$ cat config.mk
export PLATFORM = sky130hd
export DESIGN_NAME = llwd_cmd_decoder
export DESIGN_NICKNAME = d
export VERILOG_FILES = /design/src/llwd_pkg.sv /design/src/llwd_cksum.sv /design/src/llwd_diag_scale.sv /design/src/llwd_cmd_decoder.sv
export SDC_FILE = /design/constraint.sdc
export NUM_CORES = 1
export LEC_CHECK = 0
export BUFFER_PORTS_ARGS = -buffer_cell sky130_fd_sc_hd__buf_4
export CORE_MARGIN = 1.5
export CORE_UTILIZATION = 62
export CTS_BUF_LIST = sky130_fd_sc_hd__clkbuf_2
export DETAILED_ROUTE_END_ITERATION = 8
export GPL_ROUTABILITY_DRIVEN = 0
export PLACE_DENSITY_LB_ADDON = 0.08
export SLEW_MARGIN = 20
export SYNTH_ARGS = -nofsm -noshare
export SYNTH_HDL_FRONTEND = slang
export SYNTH_SLANG_ARGS = --single-unit
$ cat constraint.sdc
create_clock -name aclk -period 5.4 [get_ports aclk]
set_input_delay 1.08 -clock aclk [delete_from_list [all_inputs] [get_ports aclk]]
set_output_delay 1.08 -clock aclk [all_outputs]
set_load 0.03 [all_outputs]
$ cat src/llwd_pkg.sv
// Shared constants, types and field layout of the LIN LED write-command decoder.
package llwd_pkg;

  // Frame identifiers.
  localparam logic [7:0] PID_LED_CTRL = 8'hA3;
  localparam logic [7:0] PID_COLOR    = 8'h64;
  localparam logic [7:0] PID_SHORT    = 8'h6F;
  localparam logic [7:0] PID_INTENS   = 8'h2E;
  localparam logic [7:0] PID_PRIM_CAL = 8'h25;

  // Data byte counts per frame, checksum not included.
  localparam logic [3:0] LEN_LED_CTRL = 4'h4;
  localparam logic [3:0] LEN_COLOR    = 4'h8;
  localparam logic [3:0] LEN_SHORT    = 4'h4;
  localparam logic [3:0] LEN_INTENS   = 4'h2;
  localparam logic [3:0] LEN_PRIM_CAL = 4'h4;
  localparam logic [3:0] MAX_DATA     = 4'h8;
  localparam int         BUF_DEPTH    = 8;

  // Field positions and markers.
  localparam int         ADDR_MODE_BIT = 7;
  localparam logic [1:0] APPLY_NOW     = 2'h0;
  localparam logic [1:0] APPLY_STORE   = 2'h1;
  localparam logic [1:0] APPLY_STORED  = 2'h2;
  localparam logic [1:0] APPLY_DISCARD = 2'h3;
  localparam logic [3:0] SHORT_MARK    = 4'hF;
  localparam logic [1:0] INTENS_MARK   = 2'h3;
  localparam logic [7:0] CKSUM_GOOD    = 8'hFF;

  // Coefficient scaling: 0x80 is unity, results saturate.
  localparam int         SCALE_MSB = 15;
  localparam int         SCALE_LSB = 7;
  localparam logic [7:0] SCALE_SAT = 8'hFF;

  // Register map, byte addresses.
  localparam int         AXI_AW     = 8;
  localparam logic [7:0] REG_CTRL   = 8'h00;
  localparam logic [7:0] REG_STATE  = 8'h04;
  localparam logic [7:0] REG_MOD    = 8'h08;
  localparam logic [7:0] REG_STORED = 8'h0C;
  localparam logic [7:0] REG_COEF   = 8'h10;
  localparam logic [7:0] REG_COUNT  = 8'h14;
  localparam logic [7:0] REG_IDENT  = 8'h18;
  localparam logic       CTRL_RESET = 1'h1;
  localparam logic [1:0] RESP_OKAY  = 2'h0;
  localparam logic [1:0] RESP_DECERR = 2'h3;

  typedef enum {CMD_NONE, CMD_LED_CTRL, CMD_COLOR, CMD_SHORT, CMD_INTENS, CMD_PRIM_CAL} llwd_cmd_t;

  typedef struct packed {
    logic       valid;
    logic       first;
    logic       last;
    logic [7:0] data;
  } llwd_lin_byte_t;

  typedef struct packed {
    logic [5:0] node;
    logic [3:0] group_membership_bits;
    logic [7:0] diag_coef_third;
    logic [7:0] diag_coef_second;
    logic [7:0] diag_coef_first;
  } llwd_otp_t;

  typedef struct packed {
    logic       cal_en;
    logic       modulation_freq_select;
    logic       leds_on;
    logic       thermal_control;
    logic [2:0] led_en;
    logic       fade_on;
    logic       fade_slope;
    logic [5:0] fade_time;
    logic [3:0] intensity;
  } llwd_led_state_t;

endpackage : llwd_pkg

$ cat src/llwd_cksum.sv
// Classic LIN checksum accumulator with end-around carry.
`timescale 1ns/10ps
module llwd_cksum (
  input  wire logic       aclk,
  input  wire logic       aresetn,
  input  wire logic       clr,
  input  wire logic       add,
  input  wire logic [7:0] data,
  output logic      [7:0] sum
);
  import llwd_pkg::*;

  logic [7:0] sum_r;
  wire  [8:0] raw_sum = {1'b0, sum_r} + {1'b0, data};
  wire  [7:0] sum_nxt = raw_sum[7:0] + {7'h00, raw_sum[8]};

  always_ff @(posedge aclk) begin
    if (!aresetn || clr) begin
      sum_r <= 8'h00;
    end else if (add) begin
      sum_r <= sum_nxt;
    end
  end

  assign sum = sum_r;

endmodule : llwd_cksum

$ cat src/llwd_diag_scale.sv
// One channel of the diagonal calibration: registered value times coefficient.
`timescale 1ns/10ps
module llwd_diag_scale (
  input  wire logic       aclk,
  input  wire logic       aresetn,
  input  wire logic       in_vld,
  input  wire logic [7:0] value,
  input  wire logic [7:0] coef,
  output logic            out_vld,
  output logic      [7:0] result
);
  import llwd_pkg::*;

  wire [15:0] prod   = {8'h00, value} * {8'h00, coef};
  wire  [7:0] scaled = prod[SCALE_MSB] ? SCALE_SAT : prod[SCALE_MSB-1:SCALE_LSB];

  always_ff @(posedge aclk) begin
    if (!aresetn) begin
      out_vld <= 1'b0;
      result  <= 8'h00;
    end else begin
      out_vld <= in_vld;
      result  <= scaled;
    end
  end

endmodule : llwd_diag_scale

$ cat src/llwd_cmd_decoder.sv
// LIN write-command decoder for an RGB LED node, with AXI4-Lite status and control.
//
// Chosen here: the address map and register access over AXI4-Lite.
`timescale 1ns/10ps
module llwd_cmd_decoder (
  input  wire logic                      aclk,
  input  wire logic                      aresetn,
  input  wire llwd_pkg::llwd_lin_byte_t  lin_byte,
  input  wire llwd_pkg::llwd_otp_t       otp,
  input  wire logic                      s_axi_awvalid,
  input  wire logic [7:0]                s_axi_awaddr,
  output logic                           s_axi_awready,
  input  wire logic                      s_axi_wvalid,
  input  wire logic [31:0]               s_axi_wdata,
  input  wire logic [3:0]                s_axi_wstrb,
  output logic                           s_axi_wready,
  output logic                           s_axi_bvalid,
  output logic [1:0]                     s_axi_bresp,
  input  wire logic                      s_axi_bready,
  input  wire logic                      s_axi_arvalid,
  input  wire logic [7:0]                s_axi_araddr,
  output logic                           s_axi_arready,
  output logic                           s_axi_rvalid,
  output logic [31:0]                    s_axi_rdata,
  output logic [1:0]                     s_axi_rresp,
  input  wire logic                      s_axi_rready,
  output llwd_pkg::llwd_led_state_t      led_state,
  output logic [2:0][7:0]                mod_value,
  output logic [2:0][7:0]                diag_coef
);
  import llwd_pkg::*;

  function automatic llwd_cmd_t decode_pid(input logic [7:0] pid);
    case (pid)
      PID_LED_CTRL: decode_pid = CMD_LED_CTRL;
      PID_COLOR:    decode_pid = CMD_COLOR;
      PID_SHORT:    decode_pid = CMD_SHORT;
      PID_INTENS:   decode_pid = CMD_INTENS;
      PID_PRIM_CAL: decode_pid = CMD_PRIM_CAL;
      default:      decode_pid = CMD_NONE;
    endcase
  endfunction : decode_pid

  function automatic logic [3:0] cmd_len(input llwd_cmd_t c);
    case (c)
      CMD_LED_CTRL: cmd_len = LEN_LED_CTRL;
      CMD_COLOR:    cmd_len = LEN_COLOR;
      CMD_SHORT:    cmd_len = LEN_SHORT;
      CMD_INTENS:   cmd_len = LEN_INTENS;
      CMD_PRIM_CAL: cmd_len = LEN_PRIM_CAL;
      default:      cmd_len = 4'h0;
    endcase
  endfunction : cmd_len

  function automatic logic is_mapped(input logic [7:0] a);
    is_mapped = (a == REG_CTRL) || (a == REG_STATE) || (a == REG_MOD) ||
                (a == REG_STORED) || (a == REG_COEF) || (a == REG_COUNT) ||
                (a == REG_IDENT);
  endfunction : is_mapped

  //////////////////////////////////////////////////////////////////////////////////////////
  // Frame intake.

  logic [7:0]      buf_r [0:BUF_DEPTH-1];
  logic [3:0]      idx_r;
  llwd_cmd_t       cmd_r;
  logic            in_frame_r;
  logic            commit_r;
  logic            dec_en_r;
  logic [7:0]      sum;

  wire take_pid  = lin_byte.valid & lin_byte.first;
  wire take_data = lin_byte.valid & ~lin_byte.first & ~lin_byte.last & in_frame_r;
  wire take_end  = lin_byte.valid & ~lin_byte.first & lin_byte.last & in_frame_r;
  wire sum_ok    = (sum + lin_byte.data) == CKSUM_GOOD;
  wire len_ok    = idx_r == cmd_len(cmd_r);
  wire known     = cmd_r != CMD_NONE;
  wire frame_ok  = take_end & known & dec_en_r & sum_ok & len_ok;
  wire frame_bad = take_end & known & dec_en_r & ~(sum_ok & len_ok);

  llwd_cksum u_cksum (
    .aclk    (aclk),
    .aresetn (aresetn),
    .clr     (take_pid),
    .add     (take_data),
    .data    (lin_byte.data),
    .sum     (sum)
  );

  always_ff @(posedge aclk) begin
    if (!aresetn) begin
      in_frame_r <= 1'b0;
      idx_r      <= 4'h0;
      cmd_r      <= CMD_NONE;
      commit_r   <= 1'b0;
    end else begin
      commit_r <= frame_ok;
      if (take_pid) begin
        in_frame_r <= 1'b1;
        idx_r      <= 4'h0;
        cmd_r      <= decode_pid(lin_byte.data);
      end else if (take_data) begin
        idx_r <= (idx_r > MAX_DATA) ? idx_r : idx_r + 4'h1;
      end else if (take_end) begin
        in_frame_r <= 1'b0;
      end
    end
  end

  genvar gb;
  generate
    for (gb = 0; gb < BUF_DEPTH; gb++) begin : g_buf
      always_ff @(posedge aclk) begin
        if (take_data && idx_r == 4'(gb)) begin
          buf_r[gb] <= lin_byte.data;
        end
      end
    end
  endgenerate

  //////////////////////////////////////////////////////////////////////////////////////////
  // Addressing and command decode.

  logic [5:0]      node_r;
  logic [3:0]      group_r;
  logic            otp_load_r;

  wire [7:0]       d1 = buf_r[0];
  wire [7:0]       d2 = buf_r[1];
  wire [7:0]       d3 = buf_r[2];
  wire [7:0]       d4 = buf_r[3];
  wire [7:0]       d5 = buf_r[4];
  wire [15:0]      grp_mask  = {d3, d2};
  wire [2:0][7:0]  color_rx  = {buf_r[7], buf_r[6], buf_r[5]};
  wire [2:0][7:0]  short_rx  = {d3, d2, d1};
  wire [1:0]       apply_code = d4[7:6];

  wire node_match = d1[5:0] == node_r;
  wire node_hit   = d1[ADDR_MODE_BIT] ? node_match : grp_mask[group_r];
  wire cgrp_hit   = (d4[7:4] == SHORT_MARK) & d4[group_r[1:0]];
  wire igrp_hit   = (d2[7:6] == INTENS_MARK) & d1[4 + group_r[3:2]];

  wire ex_led    = commit_r & (cmd_r == CMD_LED_CTRL) & node_hit;
  wire ex_color  = commit_r & (cmd_r == CMD_COLOR) & node_hit & (apply_code != APPLY_DISCARD);
  wire ex_short  = commit_r & (cmd_r == CMD_SHORT) & cgrp_hit;
  wire ex_intens = commit_r & (cmd_r == CMD_INTENS) & igrp_hit;
  wire ex_cal    = commit_r & (cmd_r == CMD_PRIM_CAL) & node_hit;

  wire col_store  = ex_color & ((apply_code == APPLY_NOW) | (apply_code == APPLY_STORE));
  wire col_new    = (ex_color & (apply_code == APPLY_NOW)) | ex_short;
  wire col_old    = ex_color & (apply_code == APPLY_STORED);
  wire col_params = ex_color & (apply_code != APPLY_STORE);

  //////////////////////////////////////////////////////////////////////////////////////////
  // LED state, colour staging and calibration.

  llwd_led_state_t led_r;
  logic [2:0][7:0] stored_r;
  logic [2:0][7:0] src_r;
  logic [2:0][7:0] mod_r;
  logic [2:0][7:0] coef_r;
  logic [2:0][7:0] scaled;
  logic [2:0]      scl_vld;
  logic            apply_r;

  wire [2:0][7:0]  src_nxt = col_old ? stored_r : (ex_short ? short_rx : color_rx);
  wire [6:0]       led_ctrl_now = {led_r.cal_en, led_r.modulation_freq_select, led_r.leds_on,
                                   led_r.thermal_control, led_r.led_en};
  wire [2:0][7:0]  otp_coefs = {otp.diag_coef_third, otp.diag_coef_second,
                                otp.diag_coef_first};

  always_ff @(posedge aclk) begin
    if (!aresetn) begin
      led_r      <= '0;
      stored_r   <= '0;
      src_r      <= '0;
      mod_r      <= '0;
      apply_r    <= 1'b0;
      otp_load_r <= 1'b1;
      node_r     <= 6'h00;
      group_r    <= 4'h0;
      coef_r     <= '0;
    end else begin
      otp_load_r <= 1'b0;
      apply_r    <= col_new | col_old;
      if (otp_load_r) begin
        node_r  <= otp.node;
        group_r <= otp.group_membership_bits;
        coef_r  <= otp_coefs;
      end else if (ex_cal) begin
        coef_r  <= {d4, d3, d2};
      end
      if (ex_led) begin
        {led_r.cal_en, led_r.modulation_freq_select, led_r.leds_on,
         led_r.thermal_control, led_r.led_en} <= d4[7:1];
      end
      if (col_params) begin
        led_r.fade_time  <= d4[5:0];
        led_r.fade_on    <= d5[7];
        led_r.fade_slope <= d5[6];
        led_r.leds_on    <= d5[5];
        led_r.intensity  <= d5[3:0];
      end
      if (ex_intens) begin
        led_r.intensity <= d1[3:0];
        led_r.fade_time <= d2[5:0];
      end
      if (col_store) begin
        stored_r <= color_rx;
      end
      if (col_new | col_old) begin
        src_r <= src_nxt;
      end
      if (scl_vld[0]) begin
        mod_r <= led_r.cal_en ? scaled : src_r;
      end
    end
  end

  genvar gc;
  generate
    for (gc = 0; gc < 3; gc++) begin : g_scale
      llwd_diag_scale u_scale (
        .aclk    (aclk),
        .aresetn (aresetn),
        .in_vld  (apply_r),
        .value   (src_r[gc]),
        .coef    (coef_r[gc]),
        .out_vld (scl_vld[gc]),
        .result  (scaled[gc])
      );
    end
  endgenerate

  //////////////////////////////////////////////////////////////////////////////////////////
  // AXI4-Lite slave.

  logic [15:0] ok_cnt_r;
  logic [15:0] bad_cnt_r;
  logic        aw_hold_r;
  logic        w_hold_r;
  logic [7:0]  waddr_r;
  logic [31:0] wdata_r;
  logic [3:0]  wstrb_r;

  wire aw_hs    = s_axi_awvalid & s_axi_awready;
  wire w_hs     = s_axi_wvalid & s_axi_wready;
  wire do_wr    = aw_hold_r & w_hold_r & ~s_axi_bvalid;
  wire aw_nxt   = ~do_wr & (aw_hold_r | aw_hs);
  wire w_nxt    = ~do_wr & (w_hold_r | w_hs);
  wire ar_hs    = s_axi_arvalid & s_axi_arready;
  wire rv_nxt   = ar_hs | (s_axi_rvalid & ~s_axi_rready);
  wire wr_ctrl  = do_wr & (waddr_r == REG_CTRL) & wstrb_r[0];
  wire cnt_clr  = do_wr & (waddr_r == REG_COUNT);

  wire [31:0] state_word = {12'h000, led_r.fade_slope, led_r.fade_on, led_r.fade_time,
                            led_r.intensity, 1'b0, led_r.led_en, led_r.thermal_control,
                            led_r.leds_on, led_r.modulation_freq_select, led_r.cal_en};
  wire [31:0] rd_word =
      (s_axi_araddr == REG_CTRL)   ? {31'h00000000, dec_en_r} :
      (s_axi_araddr == REG_STATE)  ? state_word :
      (s_axi_araddr == REG_MOD)    ? {8'h00, mod_r} :
      (s_axi_araddr == REG_STORED) ? {8'h00, stored_r} :
      (s_axi_araddr == REG_COEF)   ? {8'h00, coef_r} :
      (s_axi_araddr == REG_COUNT)  ? {bad_cnt_r, ok_cnt_r} :
      (s_axi_araddr == REG_IDENT)  ? {20'h00000, group_r, 2'h0, node_r} : 32'h00000000;

  always_ff @(posedge aclk) begin
    if (!aresetn) begin
      s_axi_awready <= 1'b0;
      s_axi_wready  <= 1'b0;
      s_axi_bvalid  <= 1'b0;
      s_axi_bresp   <= RESP_OKAY;
      s_axi_arready <= 1'b0;
      s_axi_rvalid  <= 1'b0;
      s_axi_rdata   <= 32'h00000000;
      s_axi_rresp   <= RESP_OKAY;
      aw_hold_r     <= 1'b0;
      w_hold_r      <= 1'b0;
      waddr_r       <= 8'h00;
      wdata_r       <= 32'h00000000;
      wstrb_r       <= 4'h0;
      dec_en_r      <= CTRL_RESET;
      ok_cnt_r      <= 16'h0000;
      bad_cnt_r     <= 16'h0000;
    end else begin
      aw_hold_r     <= aw_nxt;
      w_hold_r      <= w_nxt;
      s_axi_awready <= ~aw_nxt;
      s_axi_wready  <= ~w_nxt;
      s_axi_arready <= ~rv_nxt;
      s_axi_rvalid  <= rv_nxt;
      if (aw_hs) begin
        waddr_r <= s_axi_awaddr;
      end
      if (w_hs) begin
        wdata_r <= s_axi_wdata;
        wstrb_r <= s_axi_wstrb;
      end
      if (do_wr) begin
        s_axi_bvalid <= 1'b1;
        s_axi_bresp  <= is_mapped(waddr_r) ? RESP_OKAY : RESP_DECERR;
      end else if (s_axi_bready) begin
        s_axi_bvalid <= 1'b0;
      end
      if (ar_hs) begin
        s_axi_rdata <= rd_word;
        s_axi_rresp <= is_mapped(s_axi_araddr) ? RESP_OKAY : RESP_DECERR;
      end
      if (wr_ctrl) begin
        dec_en_r <= wdata_r[0];
      end
      // A frame counted in the clearing cycle is kept.
      ok_cnt_r  <= (cnt_clr ? 16'h0000 : ok_cnt_r) + {15'h0000, frame_ok};
      bad_cnt_r <= (cnt_clr ? 16'h0000 : bad_cnt_r) + {15'h0000, frame_bad};
    end
  end

  assign led_state = led_r;
  assign mod_value = mod_r;
  assign diag_coef = coef_r;
endmodule : llwd_cmd_decoder

---- Word-level counts from Yosys, hierarchy flattened ----
Memories as Yosys holds them, arrays and structs flattened.
Cells that the tools add are included.
operators by class
  $add $sub $neg .......................... 7
  multiply operators ...................... 3
  magnitude comparators ................... 4
  eq/ne operators ......................... 44
  muxes and demuxes ....................... 75
  bitwise operators ....................... 57
  reductions and logical operators ........ 43
operator list
  kind                                                   count
  2-to-1 mux 32 bit                                      6
  equality test 32 x 3 -> 1 bit (second input constant)  4
  2-to-1 mux 24 bit                                      5
  equality test 32 x 2 -> 1 bit (second input constant)  3
  2-to-1 mux 8 bit                                       10
  equality test 32 x 4 -> 1 bit (second input constant)  2
  OR reduction 8 bit                                     7
  equality test 8 x 5 -> 1 bit (second input constant)   6
  multiplier 8 x 8 -> 16 bit                             3
  AND 1 bit                                              40
  2-to-1 mux 1 bit                                       34
  adder 16 x 1 -> 16 bit                                 2
  equality test 32 x 1 -> 1 bit (second input constant)  1
  equality test 8 x 4 -> 1 bit (second input constant)   4
  2-to-1 mux 16 bit                                      2
  nonzero test 32 bit                                    1
  2-to-1 mux 3 bit                                       7
  2-to-1 mux 10 bit                                      2
  equality test 4 x 3 -> 1 bit (second input constant)   4
  equality test 8 x 3 -> 1 bit (second input constant)   2
  equality test 8 x 6 -> 1 bit (second input constant)   2
  equality test 8 x 7 -> 1 bit (second input constant)   2
  equality test 8 bit (second input constant)            2
  zero test 8 bit                                        2
  37 further kinds                                       80
storage, ports and cells
  flip-flop bits (word level) ............. 284
  bits in writable memories ............... 64
  input bits .............................. 104
  output and inout port bits .............. 108
  word-level logic and storage cells ...... 284
  memories kept ........................... 1
memories
  memory  depth  width  read ports  clocked after Yosys merged registers in  wr ports  RTL line                source
  buf_r   8      8      8           0                                        1         llwd_cmd_decoder.sv:64  logic [7:0] buf_r [0:BUF_DEPTH-1];

---- Logic depth before layout (Yosys ltp) ----
Gate-level depths: netlist of the first run.
  depth in word-level cells ............... 15
  depth in mapped cells ................... 18
  mapped depth without buffers ............ 17

---- Modules after synthesis ----
From an unflattened synthesis of the first run, not the netlist that was laid out.
unflattened totals
  cell total of the unflattened synthesis .. 2,089
  area, all modules ....................... 20,380.8 sq um
by module, submodules not included
  module                                     instances  cells an instance  area an instance (sq um)  sequential area each (sq um)
  llwd_cmd_decoder                           1          1,256              12,580.8                  6,296.0
  llwd_diag_scale at g_scale[0].u_scale ...  2          249                2,363.5                   180.2
  llwd_diag_scale at g_scale[2].u_scale      1          246                2,262.2                   180.2
  llwd_cksum                                 1          89                 810.8                     160.2

---- Least setup slack after synthesis of the first run ----
OpenSTA, ideal clock, no wires.
  kind .................................... register to register
  from .................................... reg coef_r (netlist bit diag_coef[13])
  to ...................................... reg g_scale[1].u_scale.result[5]
  library setup time ...................... 0.125 ns
  arrival time ............................ 4.495 ns
  required time ........................... 5.275 ns
  setup slack ............................. 0.780 ns
  stages on the path, launching flop included .. 16
  path buffers ............................ 1
  period minus slack after synthesis ...... 4.620 ns
  cell sequence ........................... dfxtp_1 -> clkbuf_1 -> nand2_1 -> fa_1 -> fa_1 -> inv_1 -> fa_1 -> inv_1 -> fa_1 -> inv_1 -> ha_1 -> o2111a_1 -> a22oi_1 -> o21ai_0 -> o311a_1 -> o41a_1
on the way
  word-level cells in the longest chain between the ends .. 2
ends and longest elaborated chain
  what                        RTL line                 source
  start, declared             llwd_cmd_decoder.sv:161  logic [2:0][7:0] coef_r;
  start signal, assigned      llwd_cmd_decoder.sv:189  coef_r <= otp_coefs;
  start signal, assigned      llwd_cmd_decoder.sv:191  coef_r <= {d4, d3, d2};
  multiplier 8 x 8 -> 16 bit  llwd_diag_scale.sv:14    wire [15:0] prod = {8'h00, value} * {8'h00, coef};
  2-to-1 mux 8 bit            llwd_diag_scale.sv:15    wire [7:0] scaled = prod[SCALE_MSB] ? SCALE_SAT : prod[SCALE_MSB-1:SCALE_LSB];
  end signal, assigned        llwd_diag_scale.sv:23    result <= scaled;
  end, declared               llwd_diag_scale.sv:10    output logic [7:0] result
No other way between the ends.
A chain may end at the register's enable or synchronous reset.

---- Worst setup path after layout of the first run ----
  from .................................... reg coef_r (netlist bit diag_coef[19])
  to ...................................... reg g_scale[2].u_scale.result[3]
on the way
  word-level cells in the longest chain between the ends .. 2
ends and longest elaborated chain
  what                        RTL line
  multiplier 8 x 8 -> 16 bit  llwd_diag_scale.sv:14
  2-to-1 mux 8 bit            llwd_diag_scale.sv:15
  end signal, assigned        llwd_diag_scale.sv:23
  end, declared               llwd_diag_scale.sv:10
No other way between the ends.

==> results of run 1 <==
-- worst paths after layout --
kind | start | endpoint | depth (start not counted)
worst max register to register | diag_coef[19] | g_scale[2].u_scale.result[3] | 15
worst min-delay path | otp[32] | node_r[4] | 3
worst min register to register | apply_r | g_scale[0].u_scale.out_vld | 1
worst max-delay path | diag_coef[19] | g_scale[2].u_scale.result[3] | 15
-- state kept, by name, summed over array words and instances (netlist names), 16 cells and up --
register,count
src_r,24
ok_cnt_r,16
stored_r,24
bad_cnt_r,16
diag_coef,24
mod_value,24
led_state,19
g_scale.u_scale.result,24
s_axi_rdata,32
buf_r,63
-- metrics by stage --
| stage | hold WS, ns | instance area, µm² | util (%) | std cells |
|---|---|---|---|---|
| floorplan | 0.412 | 19700 | - | 2047 |
| global placement | 0.415 | 21400 | 68.0 | 2556 |
| detailed placement | 0.421 | 21400 | 68.0 | 2556 |
| CTS | 0.341 | 22100 | 70.5 | 2702 |
| global route | 0.355 | 22100 | 70.5 | 2703 |
| finish | 0.392 | 22100 | 70.5 | 2703 |
-- Yosys cell counts, types with 17 or more instances --
cell type    n
a211oi_1    33
a21o_1      17
a21oi_1    134
and2_1     170
and3_1      19
clkbuf_1    88
dfxtp_1    253
edfxtp_1    63
fa_1       106
ha_1       117
inv_1      125
mux2_2      26
mux2i_1    137
nand2_1    158
nand3_1     48
nor2_1     166
o211ai_1    18
o21a_1      29
o21ai_0     69
o22ai_2     19
xnor2_1     40
xor2_1      28
-- routing by layer --
layer  routed length [µm]  global-route usage (%)
met5                    0                       0
met4                 2440                    16.2
met3                 4390                    5.87
met2                26600                    56.8
met1                22600                    43.4
-- logic make-up (layout without fill, tap and decap cells) --
group / Yosys count / count (layout) / share of synthesized area [%]
DFF: 316 / 316 / 35.3
xor gates and xnor gates: 68 / 68 / 3.02
muxes: 169 / 169 / 9.07
AOI/OAI and AO/OA: 393 / 393 / 13.3
adders and majority gates: 223 / 223 / 18.2
buffers and inverters: 237 / 490 / 4.97
other: 0 / 1 / 0
and+or+nand+nor: 641 / 641 / 16.2
-- layout by cell type, fill, tap and decap left out, types with 26 or more instances in the layout --
cell      instances
nor2_1          166
xor2_1           28
xnor2_1          40
a211oi_1         33
ha_1            117
buf_4           217
nand3_1          48
inv_1           125
dfxtp_1         252
a21oi_1         134
mux2i_1         137
o21a_1           29
edfxtp_1         63
fa_1            106
mux2_2           26
nand2_1         158
and2_1          170
clkbuf_2        122
o21ai_0          69
-- power groups by stage --
stage	sequential, mW	combinational [mW]	clock, mW
finish	2.49	0.316	1.72
global route	2.49	0.338	1.86
CTS	2.49	0.311	1.74
detailed placement	2.54	0.310	0
global placement	2.54	0.305	0
floorplan	2.54	0.148	0
-- critical path, stage by stage, from the launching register on --
cell and delay (ns):
dfxtp_1 0.54, nand2_1 0.13, fa_1 0.51, fa_1 0.54
inv_1 0.05, fa_1 0.48, inv_1 0.05, fa_1 0.47
inv_1 0.04, ha_1 0.35, o221ai_1 0.24, o32a_1 0.42
o21ai_1 0.27, a21oi_1 0.13, xnor2_1 0.44, o21a_1 0.21
-- cell type report --
cell class | instances | area [µm²]
well taps | 402 | 503
clock buffers | 122 | 611
clock inverters | 24 | 174
diodes | 1 | 2.50
inverters | 127 | 479
flip-flops and latches | 316 | 6960
fillers | 2479 | 9250
repair buffers | 217 | 1630
multi-input cells | 1494 | 11800
==> metrics.md, run 1 <==
| Metric | Value |
|---|---|
| Num CTS Buffers | `80` |
| PnR worst setup slack | `0.418 ns` |
| Setup TNS | `0 ns` |
| Power Density | `205 mW/mm²` |
| Top_reg_cell synth | `dfxtp_1` |
| Switching share of total power | `28.2%` |
| Vias per cell | `6.01` |
| Peak VDD IR | `0.194 mV` |
| Worst slack, placed | `0.476 ns` |
| Synth top area share | `25.7%` |
| Post_cts resized | `0` |
| Area growth from synthesis to layout | `12.4%` |
| LEAKAGE | `9.86 nW` |
| Worst-Margin Slew | `0.988 ns` |
| Largest net degree at the start of global routing | `79` |
| Setup bufs post-CTS | `0` |
| Max_slew headroom | `around a third` |
| Final ANT Viol Nets | `0` |
| Flop2flop setup slack | `0.42 ns` |
| Nets | `2,563` |
| Logic gate share of total power | `7.0%` |
| GRT Util Overall | `34.2%` |
| Worst Path Max Fanout | `8` |
| Die Ht | `~180 µm` |
| Status | `finished clean` |
| Async set-reset flop share out of synthesis | `0%` |
| Final hold vios | `0` |
| CP startpoint kind | `register` |
| Syn nets | `2,374` |
| Slew Limit Fails | `0` |
| Initial antenna violation count | `2` |
| DRC | `0` |
| Cell Area, Synth | `0.0197 mm²` |
| Number of flops mapped to enable cells by yosys | `63` |
| Worst hold path class | `primary input to register` |
| Clock tree buffer depth | `3` |
| Share of layout cells above drive strength 1 | `between 15 and 20%` |
| Synth area leader | `dfxtp_1` |
| Clock power share | `38.0%` |
| Root Buffer | `clkbuf_2` |
| Routed length per instance | `20.7 µm` |
| CP arrival | `5.80 ns` |
| GRT overflow | `0` |
| Final WL | `56.0 mm` |
| #FFs+latches synth | `316` |
| Unrepaired setup endpoints after global routing | `no` |
| Post-route total power | `4.53 mW` |
| # port buffers | `around 180` |
| Initial core utilization | `62.8%` |
| Reg power frac | `55.0%` |
| Row Count | `65` |
| First-pass GRT wire length | `87.1 mm` |
| Setup violations, final | `0` |
| Yosys warnings | `0` |
| P_sw | `1.28 mW` |
| Vias in the first global route | `16,107` |
| Die width | `181 µm` |
| CTS tree | `done` |
| Worst EP required | `6.22 ns` |
| Initial DRC count | `roughly 1,300` |
| DRT Pass-1 Iters | `7` |
| Setup Crit Path Kind | `register to register` |
| Core Area | `0.0314 mm²` |
| H-Tree Depth | `3` |
| MaxCap Viol Count | `0` |
| CTS Hold Bufs | `0` |
| Sequential fraction of the synthesis area | `35.3%` |
| Die ar. | `0.0329 mm²` |
| Syn Area/Cell | `9.63 µm²` |
| Clk_skew | `0.0867 ns` |
| Vias | `16,243` |
| Post-DP HPWL | `41.3 mm` |
| Internal | `3.25 mW` |
| Final cycle utilization of the critical path | `92.3%` |
| Clock transition at path regs | `roughly 0.10 ns` |
| Area contributors post-synth | `dfxtp_1 (26%), fa_1 (11%), edfxtp_1 (9.6%), ha_1 (7.4%), mux2i_1 (7.0%)` |
| F_max | `201 MHz` |
| Cells after synthesis | `2,047` |
| Clk sinks | `316` |
| Ports | `212` |
| Worst skew pair latency | `approximately 0.93 ns` |
| Post-route minimum period | `around 5 ns` |
| Synth cell types | `74` |
| Worst Setup End Kind | `register` |
Note: power is estimated with default switching activity, not from simulation.
==> run 2, diff against run 1 <==
Settings changed: PLACE_DENSITY from default to 0.95, PLACE_DENSITY_LB_ADDON 0.08 to default.
==> run 2 against run 1 <==
Net effect: the flow now finishes with violations (DRC); final cell count fell by 0.85%; hold slack improved by 0.0048 ns; first-iteration DRC count rose by 61%; setup slack got worse by 0.16 ns; flip-flop and latch count did not move; routed wire length rose by 8.1%; via count rose by 8.0%; sequential share of layout area rose by 0.29 points; die area did not move; combinational power fell by 2%.
==> metrics.md, run 2 (same netlist as run 1, synthesis figures left out) <==
| Metric | Value |
|---|---|
| Flip-flop count of the largest register after layout | `63` |
| Minimum hold slack | `roughly 0.4 ns` |
| Final WL | `60.5 mm` |
| Hold depth | `3` |
| Die ar. | `0.0329 mm²` |
| Most common cell after layout, fill and taps aside | `dfxtp_1` |
| Die Ht | `181 µm` |
| GRT overflow | `0` |
| Setup violations, final | `0` |
| CTS tree | `done` |
| H-Tree Depth | `3` |
| Share of layout cells above drive strength 1 | `16.8%` |
| First-pass GRT wire length | `95.4 mm` |
| CP max stage cell | `a311oi_1` |
| Worst Setup End Kind | `register` |
| Clock transition at path regs | `0.12 ns` |
| Vias | `17,543` |
| Cells after DPL | `2,537` |
| Row Count | `65` |
| CP arrival | `5.96 ns` |
| Power Density | `203 mW/mm²` |
| Most frequent cells in the layout | `dfxtp_1 (252), buf_4 (198), and2_1 (170)` |
| Post-route minimum period | `around 5.1 ns` |
| Worst Path Max Fanout | `11` |
| Cell Chain, Critical Path | `and2_1, fa_1, fa_1, inv_1, fa_1, inv_1, fa_1, ha_1, or2_2, a311oi_1, o32a_1, o21ai_1, a21oi_1, xnor2_1, o21a_1` |
| Initial DRC count | `between 2,000 and 2,500` |
| Status | `finished, violations left` |
| Setup bufs post-CTS | `0` |
| Fin util | `approximately 70%` |
| Clock tree buffer depth | `3` |
| Die width | `approximately 180 µm` |
| Vias in the first global route | `18,097` |
| Routed length per instance | `22.6 µm` |
| Peak VDD IR | `approximately 0.15 mV` |
| Failing checks | `DRC` |
| MaxCap Viol Count | `0` |
| Post_cts resized | `0` |
| CTS Hold Bufs | `0` |
| Biggest regs | `buf_r (63), s_axi_rdata (32)` |
| Unrepaired setup endpoints after global routing | `no` |
| Nets | `2,543` |
| CP startpoint kind | `register` |
| Worst slack, placed | `between 0.4 and 0.5 ns` |
| Finished Layout Cells | `2,680` |
| Worst path max stage delay | `0.56 ns` |
| Cell mode on critical path | `fa_1` |
| PnR worst setup slack | `between 0.2 and 0.3 ns` |
| GR Util met1 | `42.7%` |
| LEAKAGE | `about 9.7 nW` |
| # port buffers | `177` |
| Max_slew headroom | `about 15%` |
| Global Route met2 Usage | `57.7%` |
| Setup Crit Path Kind | `register to register` |
| Clk sinks | `316` |
| Final ANT Viol Nets | `0` |
| DRC | `5` |
| Final hold vios | `0` |
| Ports | `212` |
| Area growth from synthesis to layout | `11.4%` |
| Worst EP required | `slightly above 6 ns` |
| FF-to-FF path depth | `15` |
| Post-DP HPWL | `around 41 mm` |
| Worst-Margin Slew | `roughly 1.3 ns` |
| Post-Layout Inst Area | `0.0219 mm²` |
| Setup TNS | `0 ns` |
| F_max | `194 MHz` |
| GRT Util Overall | `a little under two fifths` |
| Core Area | `0.0314 mm²` |
| Clk_skew | `0.0807 ns` |
| Filler cells | `2,064` |
| CP Buf/Inv Count | `2` |
| Family with the most delay on the worst path | `adder cells` |
| Post-route total power | `roughly 4.5 mW` |
| Met3 global-route usage | `12.1%` |
| Worst path depth | `15` |
| Post-placement cell area | `0.0212 mm²` |
| Worst skew pair latency | `0.94 ns` |
| Worst hold path class | `primary input to register` |
| DRT Pass-1 Iters | `9` |
| Final cycle utilization of the critical path | `95.3%` |
| Vias per cell | `6.55` |
| Biggest register | `buf_r` |
| Initial core utilization | `62.8%` |
| Initial antenna violation count | `3` |
| Slew Limit Fails | `0` |
| Root Buffer | `clkbuf_2` |
| Largest net degree at the start of global routing | `87` |
| Num CTS Buffers | `78` |
| Busiest grt layer | `met2` |
run 2: changes by cell type in the layout (fill, tap and decap cells not counted), sizes merged:
| cell | before | now |
|---|---|---|
| clkinvlp | 2 | 3 |
| inv | 129 | 128 |
| clkinv | 18 | 25 |
| bufinv | 2 | 1 |
| clkbuf | 122 | 112 |
| buf | 217 | 198 |
run 2: area by class of cell:
type | instances | area, µm² | area share [%]
Multi-Input combinational cell | 1494 | 11800 | 53.7
Tap cell | 402 | 503 | 2.29
Antenna cell | 1 | 2.50 | 0.0114
Inverter | 127 | 479 | 2.18
Timing Repair Buffer | 199 | 1490 | 6.81
Sequential cell | 316 | 6960 | 31.7
Clock inverter | 30 | 163 | 0.741
Clock buffer | 111 | 556 | 2.53
run 2: where the power goes:
part           internal [mW]  switching [mW]
Clock                  0.609            1.04
Sequential              2.43          0.0744
Combinational          0.110           0.201
Total                   3.15            1.31
run 2: worst paths after layout:
| path | start | end | slack (ns) |
|---|---|---|---|
| worst min register to register | waddr_r[0] | waddr_r[0] | 0.46 |
| worst min-delay path | s_axi_awaddr[6] | waddr_r[6] | 0.40 |
| worst max-delay path | diag_coef[18] | g_scale[2].u_scale.result[6] | 0.25 |
| worst max register to register | diag_coef[18] | g_scale[2].u_scale.result[6] | 0.25 |
run 2: routing by layer:
metal | vias to the layer above | share of wire, %
li1 | 7452 | -
met1 | 8265 | 34
met5 | - | 0.074
met4 | 4 | 8.5
met2 | 1378 | 45
met3 | 444 | 13
run 2: worst register-to-register path, stage by stage, from the launching register on:
cell and delay (ns):
dfxtp_1 0.49, and2_1 0.24, fa_1 0.44, fa_1 0.51
inv_1 0.07, fa_1 0.53, inv_1 0.05, fa_1 0.43
ha_1 0.21, or2_2 0.32, a311oi_1 0.56, o32a_1 0.31
o21ai_1 0.13, a21oi_1 0.20, xnor2_1 0.31, o21a_1 0.21
